## config.mk

```make
export PLATFORM = sky130hd
export DESIGN_NAME = lbcs_device_flat
export DESIGN_NICKNAME = d
export VERILOG_FILES = /design/src/rtl/lbcs_pkg.sv /design/src/rtl/lbcs_link_if.sv /design/src/rtl/lbcs_device.sv /design/src/rtl/lbcs_timer.sv /design/src/flat_wrapper.sv
export SDC_FILE = /design/constraint.sdc
export NUM_CORES = 1
export LEC_CHECK = 0
export BUFFER_PORTS_ARGS = -buffer_cell sky130_fd_sc_hd__buf_2
export CORE_ASPECT_RATIO = 1.2
export CORE_MARGIN = 5
export CORE_UTILIZATION = 45
export CTS_CLUSTER_SIZE = 24
export DETAILED_ROUTE_END_ITERATION = 12
export PLACE_DENSITY = 0.73
export SLEW_MARGIN = 5
export SYNTH_ARGS = -nofsm -noshare
export SYNTH_HDL_FRONTEND = slang
export SYNTH_SLANG_ARGS = --single-unit
```

## constraint.sdc

```tcl
create_clock -name ref_clk -period 8.2 [get_ports ref_clk]
set_input_delay 0.82 -clock ref_clk [delete_from_list [all_inputs] [get_ports ref_clk]]
set_output_delay 0.82 -clock ref_clk [all_outputs]
set_load 0.1 [all_outputs]
```

## src/rtl/lbcs_pkg.sv

```systemverilog
// Shared constants for the LED boost control sequencer
package lbcs_pkg;
    localparam int CLK_HZ           = 50_000_000;
    localparam int CLK_NS           = 1_000_000_000 / CLK_HZ;
    localparam int MIN_OFF_NS       = 400;
    localparam int BLANK_NS         = 400;
    localparam int MAX_ON_NS        = 6000;
    localparam int ENABLE_US        = 50;
    localparam int SHUTDOWN_MS      = 32;
    localparam int SHUTDOWN_MIN_MS  = 10;
    localparam int HOST_HIGH_SS_NS  = 2500;
    localparam int HOST_HIGH_RUN_NS = 400;
    // Least times round up; host high widths take one cycle past the floor
    localparam int MIN_OFF_CYC      = (MIN_OFF_NS + CLK_NS - 1) / CLK_NS;
    localparam int BLANK_CYC        = (BLANK_NS + CLK_NS - 1) / CLK_NS;
    localparam int ENABLE_CYC       = (ENABLE_US * 1000 + CLK_NS - 1) / CLK_NS;
    localparam int HOST_HIGH_SS_CYC = HOST_HIGH_SS_NS / CLK_NS + 1;
    localparam int HOST_HIGH_RUN_CYC = HOST_HIGH_RUN_NS / CLK_NS + 1;
    // Longest time rounds down
    localparam int MAX_ON_CYC       = MAX_ON_NS / CLK_NS;
    localparam int SHUTDOWN_CYC     = SHUTDOWN_MS * (1_000_000 / CLK_NS);
    localparam int SS_STEP_CYCLES   = 256;
    localparam int SS_DONE_CYCLES   = 512;
    localparam int TIMER_W          = 24;
    localparam int SS_W             = 10;
    typedef enum logic [1:0] {
        LBCS_LIM_QUARTER,
        LBCS_LIM_HALF,
        LBCS_LIM_FULL
    } lbcs_limit_t;
endpackage

```

## src/rtl/lbcs_link_if.sv

```systemverilog
// Control input link between host and LED boost sequencer
`timescale 1ns/1ps
interface lbcs_link_if;
    logic ctrl_in;
    modport device (input ctrl_in);
    modport host   (output ctrl_in);
endinterface

```

## src/rtl/lbcs_device.sv

```systemverilog
// Device end: boost switching, soft-start, control input sequencing
`timescale 1ns/1ps
// Functional notes
// - Switch on when feedback below reference
// - Switch off at active peak limit
// - Force off after maximum on-time
// - Minimum off-time then low feedback
// - Quarter, half, then full limit steps
// - Soft-start done after 512 cycles
// - Enable after 50 us continuous high
// - Each enable restarts soft-start
// - Low 32 ms shuts down, opens LED
// - Shutdown may occur after 10 ms
// - Enabled: LED switch follows high input
// - Blank comparator 400 ns after LED close on a control rise while enabled
// - Host PWM 100 Hz to 50 kHz (lbcs_host does not limit pwm_period)
// - Host high pulse width limits
// - Overvoltage holds main switch off
// - Supply lockout keeps both switches open
// - Over-temperature keeps both switches open
module lbcs_device
    import lbcs_pkg::*;
#(
    parameter int SHUTDOWN_CYCLES = SHUTDOWN_CYC,
    parameter int ENABLE_CYCLES   = ENABLE_CYC
) (
    input  wire logic         ref_clk,
    input  wire logic         rst,
    lbcs_link_if.device       link,
    input  wire logic         fb_below_ref,
    input  wire logic         ilim_quarter_hit,
    input  wire logic         ilim_half_hit,
    input  wire logic         ilim_full_hit,
    input  wire logic         ovp_active,
    input  wire logic         supply_lockout,
    input  wire logic         over_temp,
    output logic              boost_power_switch,
    output logic              led_return_switch,
    output logic              enabled,
    output logic              softstart_done,
    output lbcs_pkg::lbcs_limit_t peak_current_limit
);
    import lbcs_pkg::*;

    typedef enum logic [1:0] {
        LBCS_SW_OFF_WAIT,
        LBCS_SW_READY,
        LBCS_SW_ON
    } lbcs_sw_state_t;

    lbcs_sw_state_t sw_state_r;
    logic           enabled_r;
    logic           ctrl_d_r;
    logic           led_r;
    logic [SS_W-1:0] ss_cnt_r;
    logic           fault;
    logic           high_done;
    logic           low_done;
    logic           on_done;
    logic           off_done;
    logic           blank_done;
    logic           limit_hit;
    logic           ctrl_rise;
    logic           sw_on;
    logic           turn_off;

    assign fault     = supply_lockout || over_temp;
    assign ctrl_rise = link.ctrl_in && !ctrl_d_r;

    always_ff @(posedge ref_clk or posedge rst) begin
        if (rst) begin
            ctrl_d_r <= 1'b0;
        end else begin
            ctrl_d_r <= link.ctrl_in;
        end
    end

    // High-time qualifier for enable
    lbcs_timer #(.W(TIMER_W)) u_high (
        .ref_clk (ref_clk),
        .rst     (rst),
        .clear   (!link.ctrl_in || fault),
        .run     (!enabled_r),
        .limit   (TIMER_W'(ENABLE_CYCLES)),
        .done    (high_done)
    );

    // Low-time measurement for shutdown
    lbcs_timer #(.W(TIMER_W)) u_low (
        .ref_clk (ref_clk),
        .rst     (rst),
        .clear   (link.ctrl_in),
        .run     (enabled_r),
        .limit   (TIMER_W'(SHUTDOWN_CYCLES)),
        .done    (low_done)
    );

    always_ff @(posedge ref_clk or posedge rst) begin
        if (rst) begin
            enabled_r <= 1'b0;
        end else if (fault) begin
            enabled_r <= 1'b0;
        end else if (!enabled_r && high_done) begin
            enabled_r <= 1'b1;
        end else if (enabled_r && low_done) begin
            enabled_r <= 1'b0;
        end
    end

    // LED return switch follows control input while enabled
    always_ff @(posedge ref_clk or posedge rst) begin
        if (rst) begin
            led_r <= 1'b0;
        end else if (fault || !enabled_r) begin
            led_r <= 1'b0;
        end else begin
            led_r <= link.ctrl_in;
        end
    end

    // Comparator blanking after LED switch closes on a control rise while enabled
    lbcs_timer #(.W(TIMER_W)) u_blank (
        .ref_clk (ref_clk),
        .rst     (rst),
        .clear   (enabled_r && !fault && ctrl_rise),
        .run     (1'b1),
        .limit   (TIMER_W'(BLANK_CYC)),
        .done    (blank_done)
    );

    // Soft-start switch-cycle counter
    always_ff @(posedge ref_clk or posedge rst) begin
        if (rst) begin
            ss_cnt_r <= '0;
        end else if (!enabled_r) begin
            ss_cnt_r <= '0;
        end else if (turn_off && ss_cnt_r < SS_W'(SS_DONE_CYCLES)) begin
            ss_cnt_r <= ss_cnt_r + 1'b1;
        end
    end

    always_comb begin
        if (ss_cnt_r < SS_W'(SS_STEP_CYCLES)) begin
            peak_current_limit = LBCS_LIM_QUARTER;
        end else if (ss_cnt_r < SS_W'(SS_DONE_CYCLES)) begin
            peak_current_limit = LBCS_LIM_HALF;
        end else begin
            peak_current_limit = LBCS_LIM_FULL;
        end
    end

    always_comb begin
        case (peak_current_limit)
            LBCS_LIM_QUARTER: limit_hit = ilim_quarter_hit;
            LBCS_LIM_HALF:    limit_hit = ilim_half_hit;
            default:          limit_hit = ilim_full_hit;
        endcase
    end

    assign sw_on = (sw_state_r == LBCS_SW_ON);

    // Maximum on-time
    lbcs_timer #(.W(TIMER_W)) u_on (
        .ref_clk (ref_clk),
        .rst     (rst),
        .clear   (!sw_on),
        .run     (1'b1),
        .limit   (TIMER_W'(MAX_ON_CYC - 1)),
        .done    (on_done)
    );

    // Minimum off-time
    lbcs_timer #(.W(TIMER_W)) u_off (
        .ref_clk (ref_clk),
        .rst     (rst),
        .clear   (sw_on),
        .run     (1'b1),
        .limit   (TIMER_W'(MIN_OFF_CYC - 1)),
        .done    (off_done)
    );

    assign turn_off = sw_on && (limit_hit || on_done || ovp_active || fault || !enabled_r);

    always_ff @(posedge ref_clk or posedge rst) begin
        if (rst) begin
            sw_state_r <= LBCS_SW_OFF_WAIT;
        end else begin
            case (sw_state_r)
                LBCS_SW_OFF_WAIT: begin
                    if (off_done) begin
                        sw_state_r <= LBCS_SW_READY;
                    end
                end
                LBCS_SW_READY: begin
                    if (enabled_r && !fault && !ovp_active && blank_done && fb_below_ref) begin
                        sw_state_r <= LBCS_SW_ON;
                    end
                end
                LBCS_SW_ON: begin
                    if (turn_off) begin
                        sw_state_r <= LBCS_SW_OFF_WAIT;
                    end
                end
                default: sw_state_r <= LBCS_SW_OFF_WAIT;
            endcase
        end
    end

    assign boost_power_switch = sw_on;
    assign led_return_switch  = led_r;
    assign enabled            = enabled_r;
    assign softstart_done     = (peak_current_limit == LBCS_LIM_FULL);
endmodule

```

## src/rtl/lbcs_timer.sv

```systemverilog
// Saturating cycle counter with restart and done flag
`timescale 1ns/1ps
module lbcs_timer #(
    parameter int W = 24
) (
    input  wire logic         ref_clk,
    input  wire logic         rst,
    input  wire logic         clear,
    input  wire logic         run,
    input  wire logic [W-1:0] limit,
    output logic              done
);
    logic [W-1:0] cnt_r;

    always_ff @(posedge ref_clk or posedge rst) begin
        if (rst) begin
            cnt_r <= '0;
        end else if (clear) begin
            cnt_r <= '0;
        end else if (run && cnt_r < limit) begin
            cnt_r <= cnt_r + 1'b1;
        end
    end

    assign done = !clear && (cnt_r >= limit);
endmodule

```

## src/flat_wrapper.sv

```systemverilog
// flat-port wrapper written by rule: the top's interface ports become plain ports
module lbcs_device_flat import lbcs_pkg::*;
#(
    parameter int SHUTDOWN_CYCLES = SHUTDOWN_CYC,
    parameter int ENABLE_CYCLES   = ENABLE_CYC
)
  (ref_clk, rst, fb_below_ref, ilim_quarter_hit, ilim_half_hit, ilim_full_hit, ovp_active, supply_lockout, over_temp, boost_power_switch, led_return_switch, enabled, softstart_done, peak_current_limit, link_ctrl_in);
  lbcs_link_if link_i ();
  input  wire logic ref_clk;
  input  wire logic rst;
  input  wire logic fb_below_ref;
  input  wire logic ilim_quarter_hit;
  input  wire logic ilim_half_hit;
  input  wire logic ilim_full_hit;
  input  wire logic ovp_active;
  input  wire logic supply_lockout;
  input  wire logic over_temp;
  output logic boost_power_switch;
  output logic led_return_switch;
  output logic enabled;
  output logic softstart_done;
  output lbcs_pkg::lbcs_limit_t peak_current_limit;
  input wire logic [$bits(link_i.ctrl_in)-1:0] link_ctrl_in;
  assign link_i.ctrl_in = link_ctrl_in;
  lbcs_device #(.SHUTDOWN_CYCLES(SHUTDOWN_CYCLES), .ENABLE_CYCLES(ENABLE_CYCLES)) u_core (.ref_clk(ref_clk), .rst(rst), .link(link_i), .fb_below_ref(fb_below_ref), .ilim_quarter_hit(ilim_quarter_hit), .ilim_half_hit(ilim_half_hit), .ilim_full_hit(ilim_full_hit), .ovp_active(ovp_active), .supply_lockout(supply_lockout), .over_temp(over_temp), .boost_power_switch(boost_power_switch), .led_return_switch(led_return_switch), .enabled(enabled), .softstart_done(softstart_done), .peak_current_limit(peak_current_limit));
endmodule
```

[Word level (Yosys, flattened, before mapping)]
Cells that the tools add are included.
Operators by class
  reductions and logical operators: 40
  order comparisons: 12
  mux-type cells: 23
  $add $sub $neg: 6
  equal/unequal tests: 9
Operators by type and width (count)
  two-way mux 24 bit: 10
  adder 24 x 1 -> 24 bit (second input constant): 5
  greater-or-equal comparator 24 x 5 -> 1 bit (second input constant): 2
  < comparator 24 x 5 -> 1 bit (second input constant): 2
  greater-or-equal comparator 24 x 12 -> 1 bit (second input constant): 1
  greater-or-equal comparator 24 x 21 -> 1 bit (second input constant): 1
  greater-or-equal comparator 24 x 9 -> 1 bit (second input constant): 1
  < comparator 24 x 12 -> 1 bit (second input constant): 1
  < comparator 24 x 21 -> 1 bit (second input constant): 1
  < comparator 24 x 9 -> 1 bit (second input constant): 1
  two-way mux 10 bit: 2
  logical AND 1 bit: 17
  adder 10 x 1 -> 10 bit (second input constant): 1
  < comparator 10 bit (second input constant): 1
  < comparator 10 x 9 -> 1 bit (second input constant): 1
  two-way mux 2 bit: 5
  zero test 1 bit: 8
  nonzero test 2 bit: 4
  logical OR 1 bit: 7
  != test 2 bit (second input constant): 3
  one-hot mux 2 bit (3 select lines): 1
  == test 2 x 1 -> 1 bit (second input constant): 2
  == test 2 bit (second input constant): 2
  zero test 2 bit: 2
  other kinds (5): 9
Word-level totals
  output and inout bits: 6
  input bits: 10
  register bits: 135
  logic and storage cells: 100

[Depth between registers and ports, before layout]
Gate-level depths: netlist of the first run.
  depth after elaboration: 13
  gate-level depth with buffers: 7
  mapped depth without buffers: 6

[Cells and area by module]
From an unflattened synthesis of the first run, not the netlist that was laid out.
Unflattened totals
  cells, all modules: 1233
  area total of the unflattened synthesis: 10396.2 um^2
By module, submodules not included
  lbcs_timer: seq. area each 600.6 um^2, cells an instance 230, times used 5, area an instance 1914.3 um^2
  lbcs_device: seq. area each 375.4 um^2, cells an instance 83, times used 1, area an instance 824.5 um^2

[Worst setup path after synthesis of the first run]
Ideal clock, no wire load.
  kind: register to register
  start: register u_core.enabled_r, in the netlist u_core.enabled
  end: register u_core.u_low.cnt_r[7]
  required time: 8.122 ns
  buffers on the path: 1
  setup time: 0.078 ns
  slack: 5.361 ns
  arrival: 2.761 ns
  cell stages (with the launch flop): 7
  period minus slack after synthesis: 2.839 ns
  cell sequence: dfrtp_1 > or4b_2 > a31oi_2 > o21ai_2 > buf_2 > or4_1 > a21oi_1
Between the ends
  word-level cells in the longest chain between the ends: 2
RTL lines
  start: declaration: RTL line lbcs_device.sv:52  | logic enabled_r;
  start signal: assignment: RTL line lbcs_device.sv:100  | enabled_r <= 1'b0;
  start signal: assignment: RTL line lbcs_device.sv:102  | enabled_r <= 1'b0;
  start signal: assignment: RTL line lbcs_device.sv:104  | enabled_r <= 1'b1;
  logical AND 1 bit: RTL line lbcs_timer.sv:20  | end else if (run && cnt_r < limit) begin
  nonzero test 2 bit (no line)
  end signal: assignment: RTL line lbcs_timer.sv:21  | cnt_r <= cnt_r + 1'b1;
  end: declaration: RTL line lbcs_timer.sv:13  | logic [W-1:0] cnt_r;
No other way between the ends.
A chain may end at the register's enable or synchronous reset.

[Worst setup path after layout of the first run]
  start: register u_core.sw_state_r[0]
  end: output boost_power_switch
Between the ends
  word-level cells in the longest chain between the ends: 1
RTL lines
  start: declaration: RTL line lbcs_device.sv:51  | lbcs_sw_state_t sw_state_r;
  start signal: assignment: RTL line lbcs_device.sv:186  | sw_state_r <= LBCS_SW_OFF_WAIT;
  start signal: assignment: RTL line lbcs_device.sv:191  | sw_state_r <= LBCS_SW_READY;
  start signal: assignment: RTL line lbcs_device.sv:196  | sw_state_r <= LBCS_SW_ON;
  == test 2 bit: RTL line lbcs_device.sv:160  | assign sw_on = (sw_state_r == LBCS_SW_ON);
  end: declaration: RTL line flat_wrapper.sv:18  | output logic boost_power_switch;
No other way between the ends.

==> results of run 1 <==
==> how the worst max path moves through the flow <==
stage	startpoint	to	depth (start not counted)
global route	u_core.sw_state_r[0]	boost_power_switch	3
detailed placement	u_core.sw_state_r[0]	u_core.ss_cnt_r[1]	6
CTS	u_core.sw_state_r[0]	boost_power_switch	3
global placement	u_core.sw_state_r[0]	u_core.ss_cnt_r[1]	6
floorplan	rst	u_core.ctrl_d_r	1
finish	u_core.sw_state_r[0]	boost_power_switch	3
==> cells in the mapped netlist (8+ instances only) <==
cell      count  area [µm²]
nor3_1       15       75.07
xnor2_1      17       148.9
clkbuf_1     18       67.56
nand3_1      12       60.06
ha_1          9       112.6
nor4_1       19       118.9
inv_1        18       67.56
a21oi_1      26       130.1
or3_1        14       87.58
nand2_1      42       157.7
dfrtp_1     135        3378
or4_1        15       112.6
nor2_1       36       135.1
a21boi_0      8       60.06
nor2b_1      26       162.7
o21ai_0      19       95.09
o31ai_1      17       127.6
nand4_1      11       68.82
and2_1       47       294.0
==> power groups by stage <==
stage	Sequential [mW]	Clock, mW	Combinational, mW
after floorplan	0.723	0	0.113
after global placement	0.726	0	0.132
after detailed placement	0.728	0	0.140
after CTS	0.717	0.824	0.142
after global routing	0.721	0.854	0.161
final	0.717	0.808	0.138
==> cells by family after synthesis <==
family / Yosys count
compound gates: 89
xor+xnor: 20
fa+ha+maj: 9
buf+inv: 40
flops: 135
mux: 6
simple gates: 254
==> layout make-up <==
cell class / count / share of cell area (%)
Sequential cell: 135 / 50.24
Multi-Input combinational cell: 378 / 34.56
Clock buffer: 21 / 6.997
Tap cell: 164 / 3.052
Clock inverter: 11 / 2.549
Timing Repair Buffer: 19 / 1.563
Inverter: 18 / 1.042
==> layer usage <==
| metal | part of all wire [%] | up-vias | global-route usage [%] |
|---|---|---|---|
| li1 | - | 1974 | - |
| met1 | 44 | 2087 | 20.27 |
| met2 | 50 | 68 | 25.46 |
| met3 | 3.8 | 15 | 3.944 |
| met4 | 1.5 | 0 | 6.205 |
| met5 | 0 | - | 0 |
==> critical path, cell delays in order, from the launching register on <==
cell,delay [ns]
dfrtp_1,0.39
nand2b_1,0.59
inv_1,0.69
buf_2,0.54
==> registers in the layout, indices dropped and copies added (netlist names) <==
signal and count:
u_core.sw_state_r 2, u_core.u_low.cnt_r 24, u_core.u_blank.cnt_r 24, u_core.u_off.cnt_r 24, u_core.enabled 1, u_core.u_high.cnt_r 24, u_core.u_on.cnt_r 24, u_core.ctrl_d_r 1
u_core.ss_cnt_r 10, u_core.led_return_switch 1
==> reports/results.txt, run 1 <==
library cells used by synthesis -> 46
final wirelength -> 11150 µm
hold path depth -> 1
Skew-Pair Late Insertion Delay -> 0.41 ns
xor-xnor portion of the synthesized cell area -> 2.991%
pre-CTS setup slack -> 5.018 ns
Final Hold Fails -> 0
Clock power frac -> 48.6%
Layout Cells excl Fill -> 746
vias per cell -> 5.555
Leakage -> 3.029 nW
CTS buffer count -> 17
YS warnings -> 0
CP Class -> reg -> out
initial antenna violation count -> 0
Final Max Slew Viols -> 0
Synth Area in Adders -> 1.923%
combinational fraction of design power -> 8.3%
r2r endpoint -> u_core.ss_cnt_r[1]
most common cell after layout, fill and taps aside -> dfrtp_1
Net Sw Power -> 0.3931 mW
FF-to-FF Start -> u_core.sw_state_r[0]
sequential cell area -> 3378 µm²
Worst-Margin Slew -> 1.121 ns
EDFF count, synth -> 0
CTS Buffer Depth -> 2
number of max-cap violations -> 0
VDD IR-drop max -> 0.1560 mV
antenna-violating nets left -> 0
Synth async-reset ratio -> 100.0%
post-synthesis compound-gate area fraction -> 9.827%
Mapped Nets -> 572
commonest non-fill, non-tap cells in the layout -> dfrtp_1 (135), and2_1 (47), nand2_1 (42), nor2_1 (36)
Pwr Density -> 247.4 nW/µm²
Post-Synthesis Cells -> 553
switching part of the total power -> 23.63%
Core ar. -> 12720 µm²
Worst Slack Setup Final -> 4.755 ns
post-synthesis mux area share -> 1.068%
# hold bufs at CTS -> 0
Finish-stage setup viols -> 0
vias -> 4144
RSZ-0062 raised after global routing -> false
setup tns final -> 0 ns
initial DRC count -> 349
pin count of the biggest net entering global routing -> 79
sequential power share -> 43.1%
max_slew headroom -> 25.24%
H-tree depth -> 4
R2R Setup Slk -> 4.99 ns
design area -> 6724 µm²
Pre-antenna DRT Iters -> 4
n_diodes -> 0
grt ovf -> 0
setup bufs post-CTS -> 0
WHS -> 0.4834 ns
simple-gate share of the synthesized area -> 23.86%
Register-to-Register Path Depth -> 6
Layout Nets -> 588
HP Class -> reg -> reg
Worst Setup End Kind -> output port
Post-DP Area -> 6082 µm²
Initial Util -> 46.03%
Die Area -> 15410 µm²
minimum clock period after layout -> 3.445 ns
# IOs -> 16
vias in the first global route -> 4083
utilization after layout -> 52.84%
clock sink count -> 135
Yosys reg bits -> 135
CP Data Required Time -> 7.38 ns
die outline height -> 135.0 µm
Top FF cell, synth -> dfrtp_1
hold worst-path end -> u_core.u_high.cnt_r[21]
Cells after DPL -> 714
Max Fclk -> 0.2903 GHz
Final period util -> 42.01%
largest family of logic cells by synthesized area -> simple AND/OR/NAND/NOR gates
GP Congestion -> 0.8055
CTS clk-pin slew, worst paths -> 0.06 ns
dpl hpwl -> 7144 µm
Layout Skew -> 0.009515 ns
Routed WL per cell -> 14.95 µm
first-pass GRT wire length -> 19420 µm
Port Buffers -> 15
hold_sp -> u_core.u_high.cnt_r[21]
Internal Power -> 1.270 mW
CP Data Arrival Time -> 2.63 ns
clock root buffer -> clkbuf_16
Seq/Total Area, Yosys -> 57.68%
mean area per synthesized cell -> 10.59 µm²
multi-input logic area -> 2323 µm²
DRC -> 0
crit-path max FO -> 31
CTS tree -> built
post-CTS sizing -> 0
Area Overhead vs Synth -> 14.80%
Die W -> 114.1 µm
status -> finished clean
Worst setup SP type -> flip-flop
GRT Util Overall -> 15.73%
ratio of cells with drive above 1 in the final layout -> 10.14%
synthesized area -> 5857 µm²
fillcell total -> 1103
total chip power -> 1.664 mW
Site Rows -> 45
Power figures use the tool's default switching activity.
==> run 2: changes to the inputs <==
Settings changed: PLACE_DENSITY 0.73 to 0.75.
Clock period 8.2 ns to 2.92 ns, I/O delays scaled along.
==> reports/results.txt, run 2 (synthesized netlist as in run 1, its figures left out) <==
status -> finished clean
Post-DP Area -> 6156 µm² (+1.2%)
commonest non-fill, non-tap cells in the layout -> dfrtp_1 (135), and2_1 (47), nand2_1 (42), nor2_1 (36)
number of max-cap violations -> 0 (unchanged)
crit-path cells -> or4_1, a211o_1, a211o_1, or4_1, a21oi_1
Routed WL per cell -> 15.06 µm (+0.79%)
GRT Util Overall -> 15.96% (+0.23 points)
die outline height -> 135.0 µm (unchanged)
vias per cell -> 5.544 (-0.20%)
Finish-stage setup viols -> 0 (unchanged)
Skew-Pair Late Insertion Delay -> 0.41 ns (about the same)
Die W -> 114.1 µm (unchanged)
Buf+Inv Stages, Crit Path -> 0 (-2)
vias -> 4180 (+0.87%)
# IOs -> 16 (unchanged)
Worst Slack Setup Final -> 0.3265 ns (-4.428 ns)
antenna-violating nets left -> 0 (unchanged)
setup bufs post-CTS -> 0 (unchanged)
Clock power frac -> 46.4% (-2.2 points)
max_slew headroom -> 28.83% (+3.6 points)
sequential cell area -> 3378 µm² (unchanged)
initial antenna violation count -> 0 (unchanged)
critical path's slowest cell -> or4_1
CTS tree -> built
final wirelength -> 11360 µm (+1.9%)
Final Hold Fails -> 0 (unchanged)
Net Sw Power -> 1.092 mW (+180%)
CP Data Required Time -> 3.25 ns (-4.13 ns)
Core ar. -> 12720 µm² (unchanged)
Leakage -> 3.060 nW (+1.0%)
CTS buffer count -> 17 (unchanged)
Max Fclk -> 0.3856 GHz
multi-input logic area -> 2323 µm² (unchanged)
RSZ-0062 raised after global routing -> false
setup tns final -> 0 ns (unchanged)
Area Overhead vs Synth -> 15.04%
Layout Nets -> 596 (+1.4%)
first-pass GRT wire length -> 19980 µm (+2.9%)
Final Max Slew Viols -> 0 (unchanged)
H-tree depth -> 4 (unchanged)
Layout Skew -> 0.008351 ns (-0.001164 ns)
CP Data Arrival Time -> 2.92 ns (+0.29 ns)
clock sink count -> 135 (unchanged)
VDD IR-drop max -> 0.4624 mV (+200%)
total chip power -> 4.536 mW (+170%)
fillcell total -> 1098 (-0.45%)
grt ovf -> 0 (unchanged)
minimum clock period after layout -> 2.594 ns
switching part of the total power -> 24.08% (+0.45 points)
design area -> 6738 µm² (+0.20%)
combinational fraction of design power -> 9.0% (+0.7 points)
CTS Buffer Depth -> 2 (unchanged)
CP Class -> reg -> reg
crit-path max FO -> 15 (-52%)
most common cell after layout, fill and taps aside -> dfrtp_1
n_diodes -> 0 (unchanged)
clock root buffer -> clkbuf_16
Pre-antenna DRT Iters -> 5 (+1)
Crit path max-delay family -> simple AND/OR/NAND/NOR gates
Crit path largest cell delay -> 0.55 ns (-0.14 ns)
Pwr Density -> 673.2 nW/µm² (+170%)
initial DRC count -> 349 (unchanged)
vias in the first global route -> 4297 (+5.2%)
Initial Util -> 46.03% (unchanged)
Die Area -> 15410 µm² (unchanged)
HP Class -> in -> async
pre-CTS setup slack -> 0.3734 ns (-4.644 ns)
Final period util -> 88.82%
post-CTS sizing -> 0 (unchanged)
DRC -> 0 (unchanged)
Internal Power -> 3.444 mW (+170%)
GP Congestion -> 0.8252 (+2.4%)
Worst Setup End Kind -> flip-flop
Port Buffers -> 15 (unchanged)
ratio of cells with drive above 1 in the final layout -> 10.85% (+0.71 points)
Site Rows -> 45 (unchanged)
Worst setup SP type -> flip-flop
dpl hpwl -> 7337 µm (+2.7%)
CTS clk-pin slew, worst paths -> 0.06 ns (about the same)
# hold bufs at CTS -> 0 (unchanged)
WHS -> 0.01366 ns (-0.4697 ns)
pin count of the biggest net entering global routing -> 61 (-23%)
sequential power share -> 44.5% (+1.4 points)
Worst-Margin Slew -> 1.067 ns (-0.05373 ns)
[run 2: cell types whose count changed in the layout (fill, tap and decap cells not counted), sizes merged]
cell      change
bufinv        -1
clkinvlp      -3
clkinv        +4
clkbuf        +1
inv           -1
buf           +8
[run 2: area by class of cell]
class / count / share of cell area (%)
flip-flops and latches: 135 / 50.14
multi-input cells: 378 / 34.48
clock buffers: 22 / 6.741
well taps: 164 / 3.046
repair buffers: 27 / 2.637
clock inverters: 10 / 1.894
inverters: 18 / 1.058
[run 2: through the flow]
stage	utilization (%)	std cells
finish	52.95	754
global route	52.95	754
CTS	52.95	754
detailed placement	48.38	722
global placement	48.38	722
floorplan	-	553
[run 2: worst paths after layout]
kind,slack (ns),startpoint,to,cells past startpoint
max in group asynchronous,1.93,rst,u_core.u_on.cnt_r[13],3
min,0.01,rst,u_core.u_low.cnt_r[10],2
min in group ref_clk,0.23,supply_lockout,u_core.enabled,3
min reg2reg,0.48,u_core.u_high.cnt_r[13],u_core.u_high.cnt_r[13],1
max reg2reg,0.33,u_core.u_high.cnt_r[5],u_core.u_high.cnt_r[10],5
max,0.33,u_core.u_high.cnt_r[5],u_core.u_high.cnt_r[10],5
[run 2: power groups by stage]
stage / registers, mW / clock network (mW) / logic [mW]
after floorplan: 2.03 / 0 / 0.317
after global placement: 2.04 / 0 / 0.385
after detailed placement: 2.05 / 0 / 0.419
after CTS: 2.02 / 2.15 / 0.419
after global routing: 2.03 / 2.25 / 0.464
final: 2.02 / 2.11 / 0.410
[run 2: worst register-to-register path, delay by kind of cell, from the launching register on]
family,cells,cell delay (ns)
and+or+nand+nor,2,1.10
AOI/OAI and AO/OA,3,0.99
DFF,1,0.42
[run 2: per-layer routing]
layer  part of all wire, %  vias up  global-route usage [%]
li1                      -     1998                       -
met1                    44     2093                   20.37
met2                    51       69                   26.17
met3                   3.5       20                   4.079
met4                   1.6        0                   5.941
met5                     0        -                       0
